$ cat config.mk
export PLATFORM = sky130hd
export DESIGN_NAME = cdgo_top
export DESIGN_NICKNAME = d
export VERILOG_FILES = /design/src/rtl/cdgo_sync.v /design/src/rtl/cdgo_top.v
export VERILOG_INCLUDE_DIRS = /design/src /design/src/rtl
export SDC_FILE = /design/constraint.sdc
export NUM_CORES = 1
export LEC_CHECK = 0
export BUFFER_PORTS_ARGS = -buffer_cell sky130_fd_sc_hd__buf_2
export CORE_MARGIN = 2
export CORE_UTILIZATION = 54
export DETAILED_ROUTE_END_ITERATION = 10
export PLACE_DENSITY_LB_ADDON = 0.08
export SLEW_MARGIN = 20
export SYNTH_ARGS = -nofsm -noshare
export SYNTH_HDL_FRONTEND = slang
export SYNTH_SLANG_ARGS = --single-unit
export TNS_END_PERCENT = 1
$ cat constraint.sdc
create_clock -name pclk -period 2.7 [get_ports pclk]
set_input_delay 0.54 -clock pclk [delete_from_list [all_inputs] [get_ports pclk]]
set_output_delay 0.54 -clock pclk [all_outputs]
set_load 0.005 [all_outputs]
$ cat src/rtl/cdgo_regs.vh
// Register offsets, field positions, reset values and timing counts of the completion block.
`ifndef CDGO_REGS_VH
`define CDGO_REGS_VH

`define CDGO_ADDR_W          12
`define CDGO_OFF_CTRL        12'h000
`define CDGO_OFF_STATUS      12'h004
`define CDGO_OFF_CAUSE       12'h008
`define CDGO_OFF_UPDATE      12'h00c

`define CDGO_CTRL_RESET      32'h0000_0000
`define CDGO_CTRL_W          14
`define CDGO_CTRL_STARTCLK   0
`define CDGO_CTRL_SCLKSRC    1
`define CDGO_CTRL_FLAGEN     2
`define CDGO_CTRL_TERMGATE   3
`define CDGO_CTRL_GOEEN      4
`define CDGO_CTRL_GCLREN     5
`define CDGO_CTRL_RUEN       6
`define CDGO_CTRL_SCHEME_LO  7
`define CDGO_CTRL_SCHEME_HI  8
`define CDGO_CTRL_CHAIN      9
`define CDGO_CTRL_DECOMP     10
`define CDGO_CTRL_UFLAGOUT   11
`define CDGO_CTRL_UFLAGOEN   12
`define CDGO_CTRL_XCVR       13

`define CDGO_SCHEME_AS       2'h0
`define CDGO_SCHEME_AP       2'h1

`define CDGO_CAUSE_STATUS    0
`define CDGO_CAUSE_CRC       1
`define CDGO_CAUSE_WDOG      2
`define CDGO_CAUSE_RESTART   3

`define CDGO_UPD_APP         0
`define CDGO_UPD_FACTORY     1

`define CDGO_ST_RESET        3'h0
`define CDGO_ST_CFG          3'h1
`define CDGO_ST_INIT         3'h2
`define CDGO_ST_GATE         3'h3
`define CDGO_ST_USER         3'h4

`define CDGO_CLK_MHZ         200
`define CDGO_INT_TICK_NS     20
`define CDGO_INT_DIV         ((`CDGO_INT_TICK_NS * `CDGO_CLK_MHZ) / 1000)
`define CDGO_INIT_TICKS      16

`define CDGO_SYNC_W          9

`endif

$ cat src/rtl/cdgo_sync.v
// Two-flop synchroniser for a group of asynchronous pin levels.
`timescale 1ns/100ps
module cdgo_sync #(
  parameter W = 1
) (
  input  wire         pclk,
  input  wire         presetn,
  input  wire [W-1:0] d,
  output wire [W-1:0] q
);

  reg [W-1:0] meta_q;
  reg [W-1:0] sync_q;

  always @(posedge pclk or negedge presetn) begin
    if (!presetn) begin
      meta_q <= {W{1'b0}};
      sync_q <= {W{1'b0}};
    end else begin
      meta_q <= d;
      sync_q <= meta_q;
    end
  end

  assign q = sync_q;

endmodule

$ cat src/rtl/cdgo_top.v
// Configuration completion, global overrides and upgrade fall-back control with an APB port.
//
// Operation
// - user start-up clock paces initialization when enabled
// - AS transceiver variant may derive serial clock
// - completion flag released while restart held low
// - drive completion flag low after first frame
// - release flag and enter user mode at end
// - termination gating waits for calibration done
// - without gating release ignores calibration status
// - global output enable low tri-states all pins; code forces only io_pin_oe_n high, not the flag pin as user I/O
// - global clear low clears all fabric registers
// - disabled options leave pins as user I/O
// - upgrade only in AS or AP schemes
// - upgrade works with AS decompression
// - no upgrade in a multi-device chain
// - upgrade logic detects, recovers, reports errors
// - upgrade logic disabled unless option programmed
// - record reconfiguration cause in status
// - on error fall back to factory image
//
// Our own choices: the placing of the registers and the APB interface to the registers.
`timescale 1ns/100ps
`include "cdgo_regs.vh"
module cdgo_top (
  input  wire        pclk,
  input  wire        presetn,
  input  wire        psel,
  input  wire        penable,
  input  wire        pwrite,
  input  wire [11:0] paddr,
  input  wire [31:0] pwdata,
  output wire [31:0] prdata,
  output wire        pready,
  output wire        pslverr,
  input  wire        user_startup_clock,
  input  wire        config_restart_n,
  input  wire        termination_cal_done,
  input  wire        global_output_enable,
  input  wire        global_clear_n,
  input  wire        config_status_n,
  input  wire [2:0]  mode_select_pins,
  input  wire        frame_option_valid,
  input  wire        crc_error,
  input  wire        watchdog_timeout,
  input  wire [7:0]  user_pin_oe_n,
  output reg  [7:0]  io_pin_oe_n,
  output reg         fabric_clear_n,
  output wire        init_complete_flag_o,
  output reg         init_complete_flag_oe_n,
  output reg         config_serial_clock,
  output reg         reconfig_pulse,
  output reg         image_is_app,
  output reg         user_mode
);

  localparam [31:0]       ctrl_rst_val = `CDGO_CTRL_RESET;
  reg  [`CDGO_CTRL_W-1:0] ctrl_q;
  reg  [3:0]              cause_q;
  reg  [3:0]              cause_d;
  reg  [2:0]              state_q;
  reg  [2:0]              state_d;
  reg  [4:0]              tick_cnt_q;
  reg  [7:0]              div_q;
  reg                     int_tick_q;
  reg                     int_clk_q;
  reg                     uclk_prev_q;
  reg                     restart_prev_q;
  reg                     status_prev_q;
  reg  [31:0]             rdata_q;
  wire [`CDGO_SYNC_W-1:0] pins_s;
  wire                    uclk_s;
  wire                    restart_n_s;
  wire                    term_s;
  wire                    goe_s;
  wire                    gclr_n_s;
  wire                    status_n_s;
  wire [2:0]              mode_select_pins_s;
  wire                    opt_startclk;
  wire                    opt_sclksrc;
  wire                    opt_flag;
  wire                    opt_termgate;
  wire                    opt_goe;
  wire                    opt_gclr;
  wire                    opt_ru;
  wire [1:0]              opt_scheme;
  wire                    opt_chain;
  wire                    opt_decomp;
  wire                    opt_xcvr;
  wire                    ru_avail;
  wire                    decomp_active;
  wire                    init_tick;
  wire                    restart_fall;
  wire                    status_fall;
  wire [3:0]              cause_evt;
  wire                    err_evt;
  wire                    wr_en;
  wire                    rd_en;
  wire                    addr_ok;
  wire                    upd_app;
  wire                    upd_fac;
  wire                    reconf_d;

  cdgo_sync #(
    .W (`CDGO_SYNC_W)
  ) u_sync (
    .pclk    (pclk),
    .presetn (presetn),
    .d       ({mode_select_pins, config_status_n, global_clear_n,
                global_output_enable, termination_cal_done, config_restart_n,
                user_startup_clock}),
    .q       (pins_s)
  );

  assign uclk_s      = pins_s[0];
  assign restart_n_s = pins_s[1];
  assign term_s      = pins_s[2];
  assign goe_s       = pins_s[3];
  assign gclr_n_s    = pins_s[4];
  assign status_n_s  = pins_s[5];
  assign mode_select_pins_s      = pins_s[8:6];

  assign opt_startclk = ctrl_q[`CDGO_CTRL_STARTCLK];
  assign opt_sclksrc  = ctrl_q[`CDGO_CTRL_SCLKSRC];
  assign opt_flag     = ctrl_q[`CDGO_CTRL_FLAGEN];
  assign opt_termgate = ctrl_q[`CDGO_CTRL_TERMGATE];
  assign opt_goe      = ctrl_q[`CDGO_CTRL_GOEEN];
  assign opt_gclr     = ctrl_q[`CDGO_CTRL_GCLREN];
  assign opt_ru       = ctrl_q[`CDGO_CTRL_RUEN];
  assign opt_scheme   = ctrl_q[`CDGO_CTRL_SCHEME_HI:`CDGO_CTRL_SCHEME_LO];
  assign opt_chain    = ctrl_q[`CDGO_CTRL_CHAIN];
  assign opt_decomp   = ctrl_q[`CDGO_CTRL_DECOMP];
  assign opt_xcvr     = ctrl_q[`CDGO_CTRL_XCVR];

  function is_scheme;
    input [1:0] scheme;
    input [1:0] want;
    begin
      is_scheme = (scheme == want);
    end
  endfunction

  // Upgrade logic stays dark in standard mode, in other schemes and in a chain.
  assign ru_avail = opt_ru && !opt_chain &&
                    (is_scheme(opt_scheme, `CDGO_SCHEME_AS) ||
                     is_scheme(opt_scheme, `CDGO_SCHEME_AP));
  assign decomp_active = opt_decomp && is_scheme(opt_scheme, `CDGO_SCHEME_AS);

  // Internal divider gives the initialization tick and the internal serial clock.
  always @(posedge pclk or negedge presetn) begin
    if (!presetn) begin
      div_q      <= 8'h00;
      int_tick_q <= 1'b0;
      int_clk_q  <= 1'b0;
    end else if (div_q == `CDGO_INT_DIV - 1) begin
      div_q      <= 8'h00;
      int_tick_q <= 1'b1;
      int_clk_q  <= ~int_clk_q;
    end else begin
      div_q      <= div_q + 8'h01;
      int_tick_q <= 1'b0;
    end
  end

  // Edge detectors start at the synchroniser's reset level, so no false edge follows reset.
  always @(posedge pclk or negedge presetn) begin
    if (!presetn) begin
      uclk_prev_q    <= 1'b0;
      restart_prev_q <= 1'b0;
      status_prev_q  <= 1'b0;
    end else begin
      uclk_prev_q    <= uclk_s;
      restart_prev_q <= restart_n_s;
      status_prev_q  <= status_n_s;
    end
  end

  assign init_tick = opt_startclk ? (uclk_s && !uclk_prev_q) : int_tick_q;
  assign restart_fall = restart_prev_q && !restart_n_s;
  assign status_fall  = status_prev_q && !status_n_s;

  // Events that force a reconfiguration and are logged as its cause.
  assign cause_evt = {restart_fall, watchdog_timeout, crc_error, status_fall};
  assign err_evt   = ru_avail && (|cause_evt);

  // APB slave with zero wait states.
  assign pready  = 1'b1;
  assign addr_ok = (paddr == `CDGO_OFF_CTRL) || (paddr == `CDGO_OFF_STATUS) ||
                   (paddr == `CDGO_OFF_CAUSE) || (paddr == `CDGO_OFF_UPDATE);
  assign pslverr = psel && penable && !addr_ok;
  assign wr_en   = psel && penable && pwrite && addr_ok;
  assign rd_en   = psel && !penable && !pwrite;
  assign prdata  = rdata_q;

  assign upd_app = wr_en && (paddr == `CDGO_OFF_UPDATE) && ru_avail &&
                   pwdata[`CDGO_UPD_APP] && !err_evt;
  assign upd_fac = wr_en && (paddr == `CDGO_OFF_UPDATE) && ru_avail &&
                   pwdata[`CDGO_UPD_FACTORY];
  assign reconf_d = err_evt || upd_app || upd_fac;

  always @(posedge pclk or negedge presetn) begin
    if (!presetn) begin
      ctrl_q <= ctrl_rst_val[`CDGO_CTRL_W-1:0];
    end else if (wr_en && (paddr == `CDGO_OFF_CTRL)) begin
      ctrl_q <= pwdata[`CDGO_CTRL_W-1:0];
    end
  end

  always @* begin
    cause_d = cause_q;
    if (wr_en && (paddr == `CDGO_OFF_CAUSE)) begin
      cause_d = cause_q & ~pwdata[3:0];
    end
    if (ru_avail) begin
      cause_d = cause_d | cause_evt;
    end
  end

  always @(posedge pclk or negedge presetn) begin
    if (!presetn) begin
      cause_q        <= 4'h0;
      image_is_app   <= 1'b0;
      reconfig_pulse <= 1'b0;
    end else begin
      cause_q        <= cause_d;
      reconfig_pulse <= reconf_d;
      if (err_evt || upd_fac) begin
        image_is_app <= 1'b0;
      end else if (upd_app) begin
        image_is_app <= 1'b1;
      end
    end
  end

  always @(posedge pclk or negedge presetn) begin
    if (!presetn) begin
      rdata_q <= 32'h0000_0000;
    end else if (rd_en) begin
      if (paddr == `CDGO_OFF_CTRL) begin
        rdata_q <= {{(32-`CDGO_CTRL_W){1'b0}}, ctrl_q};
      end else if (paddr == `CDGO_OFF_STATUS) begin
        rdata_q <= {15'h0000, term_s, status_n_s, gclr_n_s, goe_s, uclk_s,
                    1'b0, mode_select_pins_s, 1'b0, decomp_active, image_is_app, ru_avail,
                    user_mode, state_q};
      end else if (paddr == `CDGO_OFF_CAUSE) begin
        rdata_q <= {28'h0000000, cause_q};
      end else begin
        rdata_q <= 32'h0000_0000;
      end
    end
  end

  // Initialization sequence from restart release to user mode.
  always @* begin
    state_d = state_q;
    case (state_q)
      `CDGO_ST_RESET: begin
        if (restart_n_s) begin
          state_d = `CDGO_ST_CFG;
        end
      end
      `CDGO_ST_CFG: begin
        if (frame_option_valid) begin
          state_d = `CDGO_ST_INIT;
        end
      end
      `CDGO_ST_INIT: begin
        if (init_tick && (tick_cnt_q == `CDGO_INIT_TICKS - 1)) begin
          state_d = `CDGO_ST_GATE;
        end
      end
      `CDGO_ST_GATE: begin
        if (!opt_termgate || term_s) begin
          state_d = `CDGO_ST_USER;
        end
      end
      `CDGO_ST_USER: begin
        state_d = `CDGO_ST_USER;
      end
      default: begin
        state_d = `CDGO_ST_RESET;
      end
    endcase
    if (reconf_d) begin
      state_d = `CDGO_ST_CFG;
    end
    if (!restart_n_s) begin
      state_d = `CDGO_ST_RESET;
    end
  end

  always @(posedge pclk or negedge presetn) begin
    if (!presetn) begin
      state_q    <= `CDGO_ST_RESET;
      tick_cnt_q <= 5'h00;
      user_mode  <= 1'b0;
    end else begin
      state_q   <= state_d;
      user_mode <= (state_d == `CDGO_ST_USER);
      if (state_q != `CDGO_ST_INIT) begin
        tick_cnt_q <= 5'h00;
      end else if (init_tick) begin
        tick_cnt_q <= tick_cnt_q + 5'h01;
      end
    end
  end

  assign init_complete_flag_o = 1'b0;

  // Pin outputs, all registered.
  always @(posedge pclk or negedge presetn) begin
    if (!presetn) begin
      init_complete_flag_oe_n <= 1'b1;
      io_pin_oe_n             <= 8'hff;
      fabric_clear_n          <= 1'b1;
      config_serial_clock     <= 1'b0;
    end else begin
      if (opt_flag) begin
        init_complete_flag_oe_n <= !((state_d == `CDGO_ST_INIT) ||
                                     (state_d == `CDGO_ST_GATE));
      end else begin
        init_complete_flag_oe_n <= !(ctrl_q[`CDGO_CTRL_UFLAGOEN] &&
                                     !ctrl_q[`CDGO_CTRL_UFLAGOUT]);
      end
      if (opt_goe && !goe_s) begin
        io_pin_oe_n <= 8'hff;
      end else begin
        io_pin_oe_n <= user_pin_oe_n;
      end
      fabric_clear_n <= !(opt_gclr && !gclr_n_s);
      if (opt_xcvr && opt_sclksrc && opt_startclk &&
          is_scheme(opt_scheme, `CDGO_SCHEME_AS)) begin
        config_serial_clock <= uclk_s;
      end else begin
        config_serial_clock <= int_clk_q;
      end
    end
  end

endmodule

=== Word level (Yosys, flattened, before mapping) ===
Cells that the tools add are included.

* Word-level logic and storage cells: 118
* Output and inout bits: 49
* Register bits: 103

* Add/subtract/negate cells: 2
* Muxes and demuxes: 21
* Equal/unequal tests: 14
* Bitwise gates (word level): 4
* Reductions and logical operators: 57

{| class="wikitable"
|+ Operator list
! kind !! number
|-
| $mux 32 || 2
|-
| $logic_and 1x1->1 || 27
|-
| $eq 12x4->1 const B || 2
|-
| $mux 8 || 2
|-
| $logic_not 1->1 || 15
|-
| $mux 3 || 5
|-
| $pmux 3 s5 || 1
|-
| $eq 12x3->1 const B || 1
|-
| $eq 3x2->1 const B || 4
|-
| $logic_not 12->1 || 1
|-
| $mux 4 || 3
|-
| $mux 5 || 2
|-
| $logic_or 1x1->1 || 9
|-
| $add 8x1->8 const B || 1
|-
| $eq 8x2->1 const B || 1
|-
| $eq 3x3->1 const B || 2
|-
| $mux 1 || 6
|-
| $add 5x1->5 const B || 1
|-
| $eq 5x4->1 const B || 1
|-
| $and 4x4->4 || 1
|-
| $not 4->4 || 1
|-
| $or 4x4->4 || 1
|-
| $reduce_bool 2->1 || 2
|-
| $reduce_or 4->1 || 1
|-
| 6 further kinds || 6
|}

=== Depth between registers and ports, before layout ===
Gate-level depths: netlist of the first run.

* Depth in word-level cells: 17
* Gate-level depth with buffers: 7
* Depth with buffers taken out: 7

=== Hierarchy ===
A second synthesis of the first run with hierarchy kept.

* Cell total of the unflattened synthesis: 277
* Area total of the unflattened synthesis: 3614.7 um^2

{| class="wikitable"
|+ Modules (own cells, without submodules)
! module !! area each (um^2) !! times used !! seq. area each (um^2) !! cells each
|-
| cdgo_top || 3164.3 || 1 || 1764.2 || 259
|-
| cdgo_sync || 450.4 || 1 || 450.4 || 18
|}

=== Worst setup path before layout of the first run ===
No wires, ideal clock.

* Path kind: input to register
* From: input paddr[9]
* To: register ctrl_q[0]
* Stages: 7
* Setup time: 0.125 ns
* Slack: 0.170 ns
* Data arrival time: 2.405 ns
* Path through: or4_1 -> buf_2 -> or4_4 -> buf_6 -> nor2_8 -> buf_12 -> mux2_4

* Word-level cells in the longest chain between the ends: 6
* Elaborated cells between the ends (all ways): 9

{| class="wikitable"
|+ RTL lines
! item !! RTL line !! RTL
|-
| start, declared || cdgo_top.v:31 || <nowiki>input wire [11:0] paddr,</nowiki>
|-
| $eq 12x3->1 (no source line) / $logic_not 12->1 (equally long branches) || n/a ||
|-
| $logic_or 1x1->1 (3 in series) || cdgo_top.v:188 || <nowiki>assign addr_ok = (paddr == `CDGO_OFF_CTRL) || (paddr == `CDGO_OFF_STATUS) ||</nowiki>
|-
| $logic_and 1x1->1 || cdgo_top.v:191 || <nowiki>assign wr_en = psel && penable && pwrite && addr_ok;</nowiki>
|-
| $logic_and 1x1->1 * || cdgo_top.v:204 || <nowiki>end else if (wr_en && (paddr == `CDGO_OFF_CTRL)) begin</nowiki>
|-
| end signal, assigned || cdgo_top.v:203 || <nowiki>ctrl_q <= ctrl_rst_val[`CDGO_CTRL_W-1:0];</nowiki>
|-
| end signal, assigned || cdgo_top.v:205 || <nowiki>ctrl_q <= pwdata[`CDGO_CTRL_W-1:0];</nowiki>
|-
| end, declared || cdgo_top.v:58 || <nowiki>reg [`CDGO_CTRL_W-1:0] ctrl_q;</nowiki>
|}

Mark *: on every way between the ends. The rest lies on a longest branch, timed or not.
A chain may end at the register's enable or synchronous reset.

=== Worst setup path in the final report of the first run ===
* From: input paddr[5]
* To: output pslverr

* Word-level cells in the longest chain between the ends: 6
* Elaborated cells between the ends (all ways): 9

{| class="wikitable"
|+ RTL lines
! item !! RTL line !! RTL
|-
| $eq 12x3->1 (no source line) / $logic_not 12->1 (equally long branches) || n/a ||
|-
| $logic_or 1x1->1 (2 in series) || cdgo_top.v:188 ||
|-
| $logic_or 1x1->1 * || cdgo_top.v:188 ||
|-
| $logic_not 1->1 * || cdgo_top.v:190 || <nowiki>assign pslverr = psel && penable && !addr_ok;</nowiki>
|-
| $logic_and 1x1->1 * || cdgo_top.v:190 ||
|-
| end, declared || cdgo_top.v:35 || <nowiki>output wire pslverr,</nowiki>
|}

Marked as above.

==> results of run 1 <==
worst max-delay path, stage by stage:
cell and delay [ns]:
buf_2 0.09, or4_1 0.56, buf_4 0.19, nor2_1 0.14
a21oi_1 0.08, buf_2 0.13
registers in the layout, summed over array words and instances (netlist names), 3 cells and up:
register	count
prdata	17
ctrl_q	14
u_sync.meta_q	9
u_sync.q	9
div_q	8
io_pin_oe_n	8
tick_cnt_q	5
cause_q	4
state_q	3
cells in the mapped netlist, types with 2 or more instances:
cell type and count:
dfrtp_1 78, conb_1 2, buf_4 17, a32o_1 2
nor3_1 4, mux2_4 10, or3b_2 2, nand2_1 31
o31ai_1 4, ha_1 3, a21oi_1 13, nor4b_1 2
or4bb_1 2, clkbuf_1 6, nor4_1 4, nand3_1 22
a22o_1 8, nor2_1 19, dfstp_2 10, xnor2_1 7
nand2b_1 15, mux2_2 5, nand4_1 2, and3_1 3
or3_1 2, inv_1 8, or4_1 2, xor2_1 2
nand3b_1 2, a31oi_1 3
cells by family (layout without fill, tap and decap cells):
logic type	count (synthesis)	in the layout	synth area share, %
XOR/XNOR	9	9	2.14
AO/OA/AOI/OAI	38	38	7.35
multiplexers	16	16	5.88
flip-flops	88	88	60.2
buffers and inverters	34	117	5.88
AND/OR/NAND/NOR	119	119	17.3
other	2	17	0.204
adder cells (fa/ha/maj)	3	3	1.02
final timing paths:
kind	end	cells past startpoint	slack (ns)
setup / recovery	pslverr	6	0.43
hold / removal	prdata[11]	1	0.10
setup reg to reg	state_q[0]	7	1.26
hold reg to reg	u_sync.q[1]	0	0.35
max in group asynchronous	init_complete_flag_oe_n	2	1.95
min in group pclk	u_sync.meta_q[6]	1	0.27
metrics by stage:
step / cells / utilization, % / power, uW / area (um^2) / hold WS (ns)
after detailed placement: 471 / 62.4 / 1530 / 4170 / 0.336
after floorplan: 324 / - / 1450 / 3740 / 0.244
final: 487 / 65.0 / 2320 / 4340 / 0.102
after global placement: 471 / 62.4 / 1520 / 4170 / 0.331
after CTS: 487 / 65.0 / 2340 / 4340 / 0.103
after global routing: 487 / 65.0 / 2420 / 4340 / 0.119
layer usage:
| metal | vias up | share of wire (%) | wire, um | global-route usage [%] |
|---|---|---|---|---|
| met4 | 0 | 1.5 | 108 | 8.24 |
| met2 | 79 | 48 | 3550 | 32.7 |
| met5 | - | 0 | 0 | 0 |
| li1 | 1222 | - | - | - |
| met1 | 1224 | 45 | 3300 | 29.3 |
| met3 | 12 | 5.3 | 387 | 4.95 |
final cells by class:
cell class	instances	area share (%)
clock buffers	10	2.94
well taps	80	2.30
clock inverters	6	1.04
multi-input cells	202	30.0
flip-flops and latches	88	51.0
inverters	8	0.691
repair buffers	93	12.0
where the power goes:
part           switching (uW)  internal (uW)  leakage [uW]
clock                     481            339     0.0000793
sequential               15.1           1350       0.00113
combinational            79.2           56.1      0.000952
total                     575           1750       0.00217
==> out/qor.csv, run 1 <==
metric,value,unit
outcome,"complete, no violations",
dieArea,0.00749,mm^2
io_pins,118,
place_congestion,0.876,
numPortBuffers,82,
syn-cell-area,0.00368,mm^2
crit_start,paddr[5],
vias,2537,
vdd_drop_max,442,uV
fin_crit,2.27,ns
synth_seq_cells,88,
ys_warn_count,0,
fillers,553,
grt_max_degree,58,
hpwl,5260,um
leakagePower,0.00217,uW
n_antenna_cell,0,
drive_above_1_share,34.2,%
first_pass_iters,4,
post-place-ws,0.122,ns
cts_tree,done,
viasPerCell,5.21,
ctsHoldBuffers,0,
p_per_area,534,mW/mm^2
drt_wl_total,7340,um
h-tree-depth,3,
grt_pass1_wl,12000,um
finalNetCount,474,
critPathLaunchType,input pin,
yosysUniqueCellTypes,49,
cts_buffers,9,
grt_setup_unrepaired,no,
crit_type,in -> out,
dieWidth,86.6,um
finClkSkew,0.0129,ns
syn_inst,309,
worst_setup_path_end_kind,output pin,
setup_ws,0.425,ns
die_y,86.6,um
grtUsageTotal,21.2,%
crit_arrival,1.73,ns
path_clk_slew,0.09,ns
syn_to_final_growth,18.0,%
cts_resized,0,
synth_edf_count,0,
multiInputGateArea,0.00131,mm^2
r2r_start,tick_cnt_q[0],
ant_nets,0,
min_path_type,in -> async,
cap_violations,0,
slew_viol_final,0,
tightestPinTransition,0.659,ns
final-setup-viol-count,0,
core,0.00668,mm^2
max_freq,440,MHz
final_common_cell,buf_2,
synth_area_leaders,"dfrtp_1 (53%), dfstp_2 (7.1%), mux2_4 (4.1%)",
grt_pass1_vias,2439,
clock-sinks,88,
rows,30,
crit_path_max_fanout,6,
initial_core_util,55.1,%
clockBufferDepth,2,
clockRootBuffer,clkbuf_8,
postCtsSetupBuffers,0,
grt_overflow,0,
period_share,84.3,%
dominantRegCellSynth,dfrtp_1,
synth_top_area_share,53.0,%
syn-mean-instance-area,11.9,um^2
drt_iter0_drc,133,
routedWlPerCell,15.1,um
clk_latency,0.36,ns
slew-limit-headroom,55.9,%
synth_top_area_cell,dfrtp_1,
drcViolationCount,0,
hold_viol,0,
fin_tns_setup,0,ns
worst_ep_required_time,2.16,ns
regArea,0.00221,mm^2
ys_seq_area_share,60.2,%
final_cell_mix,"buf_2 (81), dfrtp_1 (78), nand2_1 (31)",
antenna_found_initial,0,
synthArstFlopShare,100,%
Power figures use the tool's default switching activity.
==> run 2, diff against run 1 <==
CORE_UTILIZATION = 46   (was 54)
clock period = 1.96 ns   (was 2.7 ns; I/O delays follow)
==> out/qor.csv, run 2 (same netlist as run 1, synthesis figures left out) <==
metric,value,unit
drt_iter0_drc,75,
cts_tree,done,
period_share,100,%
rows,32,
worst_setup_path_end_kind,register,
fin_crit,1.96,ns
clock-sinks,88,
grt_setup_unrepaired,yes,
syn_to_final_growth,23.7,%
max_freq,510,MHz
finClkSkew,0.0114,ns
antenna_found_initial,0,
min_path_type,in -> reg,
place_congestion,0.816,
ant_nets,0,
grt_pass1_vias,2578,
clockBufferDepth,2,
drive_above_1_share,37.4,%
first_pass_iters,4,
crit_path_max_fanout,9,
vdd_drop_max,451,uV
initial_core_util,47.6,%
crit_arrival,2.20,ns
critPathLaunchType,input pin,
grtUsageTotal,18.8,%
final_common_cell,buf_2,
path_clk_slew,0.09,ns
violations,negative setup slack,
finish.utilization,58.9,%
clk_latency,0.36,ns
finalNetCount,490,
grt_overflow,0,
slew_viol_final,0,
final-setup-viol-count,1,
p_per_area,748,mW/mm^2
core,0.00773,mm^2
fillers,684,
cts_buffers,9,
hpwl,5700,um
dieWidth,93.4,um
n_antenna_cell,0,
outcome,finished with violations,
crit_start,paddr[5],
dpl_cell_area,0.00431,mm^2
grt_max_degree,38,
io_pins,118,
ff2ff_path_depth,7,
min_from,mode_select_pins[0],
numPortBuffers,82,
fin_area,0.00455,mm^2
cap_violations,0,
setup_ws,-0.00108,ns
h-tree-depth,3,
clockRootBuffer,clkbuf_8,
die_y,93.4,um
dieArea,0.00873,mm^2
leakagePower,0.00228,uW
drt_wl_total,7680,um
hold_viol,0,
worst_ep_required_time,2.20,ns
routedWlPerCell,14.6,um
fin_cells,525,
fin_tns_setup,-0.00108,ns
holdPathStages,1,
final_cell_mix,"buf_2 (81), dfrtp_1 (78), nand2_1 (31)",
viasPerCell,4.99,
post-place-ws,-0.385,ns
crit_type,in -> reg,
drcViolationCount,0,
vias,2622,
r2r_start,tick_cnt_q[0],
largest_register_ffs,17,
grt_pass1_wl,12500,um
dp.cells,508,
## run 2: cell count changes in the layout (fill, tap and decap cells not counted), moves of 2 or more
cell	before	now
or4_1	2	0
buf_4	10	25
or4_4	1	3
clkinvlp_4	3	0
clkbuf_8	9	11
## run 2: per-layer routing
metal | share of wire, % | vias to the layer above | track usage, %
li1 | - | 1257 | -
met5 | 0 | - | 0
met3 | 5.4 | 11 | 5.24
met2 | 47 | 64 | 29.3
met4 | 1.9 | 0 | 6.99
met1 | 46 | 1290 | 25.2
## run 2: worst max-delay path, stage by stage
cell and delay, ns:
buf_2 0.10, or4_4 0.53, or4_4 0.58, nor2_8 0.13, buf_12 0.15, mux2_2 0.33
## run 2: what timing repair did
action	CTS	global route
endpoints found under the hold margin	15	0
setup endpoints to repair	3	5
gates cloned	0	0
resized for setup	1	4
hold buffers	1	0
pin swaps	0	1
buffers inserted	0	0
## run 2: power by group
part | switching (uW) | internal (uW)
Combinational | 117 | 91.8
Sequential | 20.7 | 1860
Clock | 646 | 668
## run 2: area by class of cell
cell class | count | area [um^2] | share of cell area (%)
Inverter | 8 | 30.0 | 0.660
Timing Repair Buffer | 109 | 643 | 14.1
Sequential cell | 88 | 2210 | 48.7
Clock buffer | 11 | 151 | 3.33
Multi-Input combinational cell | 202 | 1320 | 29.1
Tap cell | 102 | 128 | 2.80
Clock inverter | 5 | 61.3 | 1.35
## run 2: final timing paths
| check | end | slack (ns) |
|---|---|---|
| min in group asynchronous | u_sync.meta_q[2] | 0.44 |
| setup reg to reg | state_q[0] | 0.49 |
| max in group asynchronous | io_pin_oe_n[6] | 0.93 |
| setup / recovery | ctrl_q[12] | -0.001 |
| hold reg to reg | u_sync.q[0] | 0.35 |
| hold / removal | u_sync.meta_q[6] | 0.13 |
## run 2: per-stage QoR
stage / total power [uW] / hold slack (ns)
after CTS: 3450 / 0.117
after global routing: 3550 / 0.111
after global placement: 2120 / 0.277
final: 3400 / 0.135
after detailed placement: 2120 / 0.279
after floorplan: 2000 / 0.0964
==> run 3, diff against run 2 <==
--- a/config.mk
+++ b/config.mk
@@ -11,5 +11,5 @@
 export CORE_UTILIZATION = 46
 export DETAILED_ROUTE_END_ITERATION = 10
-export PLACE_DENSITY_LB_ADDON = 0.08
+export PLACE_DENSITY = 0.76
 export SLEW_MARGIN = 20
 export SYNTH_ARGS = -nofsm -noshare
==> constraint.sdc (replaced) <==
create_clock -name pclk -period 1.96 [get_ports pclk]
set_input_delay 0.196 -clock pclk [delete_from_list [all_inputs] [get_ports pclk]]
set_output_delay 0.196 -clock pclk [all_outputs]
set_load 0.005 [all_outputs]
==> out/qor.csv, run 3 (same netlist as run 1, synthesis figures left out) <==
metric,value,unit
outcome,"complete, no violations",
largest_register_ffs,17,
clockBufferDepth,2,
numPortBuffers,82,
grt_setup_unrepaired,no,
hold_viol,0,
period_share,92.0,%
power,3400,uW
slew_viol_final,0,
dpl_cell_area,0.00424,mm^2
min_path_type,in -> reg,
cap_violations,0,
viasPerCell,5.17,
cts_buffers,9,
final-setup-viol-count,0,
tightestPinTransition,0.734,ns
wl_met3,501,um
finish.utilization,58.9,%
die_y,93.4,um
vdd_drop_max,410,uV
place_congestion,0.889,
clockPowerShare,38.6,%
grtUsageTotal,18.9,%
final_cell_mix,"buf_2 (81), dfrtp_1 (78), nand2_1 (31)",
max_freq,554,MHz
clk_latency,0.35,ns
p_switching,809,uW
switching_share,23.8,%
postCtsSetupBuffers,0,
grt_max_degree,43,
fin_crit,1.80,ns
antenna_found_initial,0,
highest_layer,met4,
dp.cells,498,
wl_met2,3960,um
combPwrFrac,6.1,%
crit_arrival,2.04,ns
finalNetCount,489,
first_pass_iters,4,
grt_pass1_wl,12700,um
io_pins,118,
routedWlPerCell,15.0,um
fin_cells,524,
met1_length,3250,um
finClkSkew,0.0139,ns
clockRootBuffer,clkbuf_8,
slew-limit-headroom,51.0,%
core,0.00773,mm^2
fin_area,0.00455,mm^2
worst_ep_required_time,2.19,ns
cts_tree,done,
drt_wl_total,7840,um
crit_path_max_fanout,10,
initial_core_util,47.6,%
leakagePower,0.00226,uW
syn_to_final_growth,23.6,%
grt_pass1_vias,2704,
p_seq_share,55.3,%
n_antenna_cell,0,
grt_overflow,0,
hpwl,5650,um
rows,32,
drt_iter0_drc,69,
final_common_cell,buf_2,
r2r_slack,0.44,ns
clock-sinks,88,
p_per_area,748,mW/mm^2
h-tree-depth,3,
ant_nets,0,
drcViolationCount,0,
critPathLaunchType,input pin,
p_int,2590,uW
crit_type,in -> reg,
path_clk_slew,0.09,ns
drive_above_1_share,34.4,%
vias,2707,
dieWidth,93.4,um
worst_setup_path_end_kind,register,
dieArea,0.00873,mm^2
-- run 3: changes by cell type in the layout (fill, tap and decap cells not counted), moves of 2 or more --
cell           before  now
or4_4               3    1
buf_4              25   15
dlygate4sd3_1       1   10
or4_1               0    2
-- run 3: path summary, 6_finish.rpt --
kind | endpoint | from | cells past startpoint
max | ctrl_q[12] | paddr[9] | 6
min in group asynchronous | reconfig_pulse | presetn | 2
min reg2reg | u_sync.q[7] | u_sync.meta_q[7] | 0
max reg2reg | state_q[1] | u_sync.q[1] | 5
max in group asynchronous | fabric_clear_n | presetn | 3
min | io_pin_oe_n[3] | user_pin_oe_n[3] | 2
-- run 3: final cells by class --
cell class | count | area [um^2]
fillers | 661 | 3180
inverters | 8 | 30.0
clock inverters | 6 | 75.1
well taps | 102 | 128
clock buffers | 10 | 138
repair buffers | 108 | 658
multi-input cells | 202 | 1310
flip-flops and latches | 88 | 2210
-- run 3: power by group through the flow --
stage | clock [uW] | sequential, uW | combinational, uW
after detailed placement | 0 | 1920 | 193
after global placement | 0 | 1910 | 188
final | 1310 | 1880 | 206
after global routing | 1430 | 1890 | 234
after CTS | 1350 | 1880 | 209
after floorplan | 0 | 1910 | 91.3
-- run 3: through the flow --
step                worst slack, ns  hold slack, ns  setup TNS [ns]
floorplan                    -0.226         -0.0996           -2.75
global placement             -0.171           0.139           -2.12
detailed placement           -0.196           0.147           -2.50
CTS                           0.183         0.00319               0
global route                  0.133         0.00794               0
finish                        0.156          0.0303               0
-- run 3: metal layers --
metal  track usage, %  vias up
li1                 -     1254
met1             24.2     1341
met2             30.9      103
met3             4.83        9
met4             7.48        0
met5                0        -
-- run 3: worst max-delay path, cell delays in order --
cell	delay [ns]
buf_2	0.09
or4_1	0.55
or4_4	0.58
nor2_8	0.12
buf_12	0.15
mux2_2	0.34
-- run 3: timing repair --
item | CTS | global route
hold buffers | 10 | 0
hold endpoints to repair | 35 | 0
resized for setup | 0 | 0
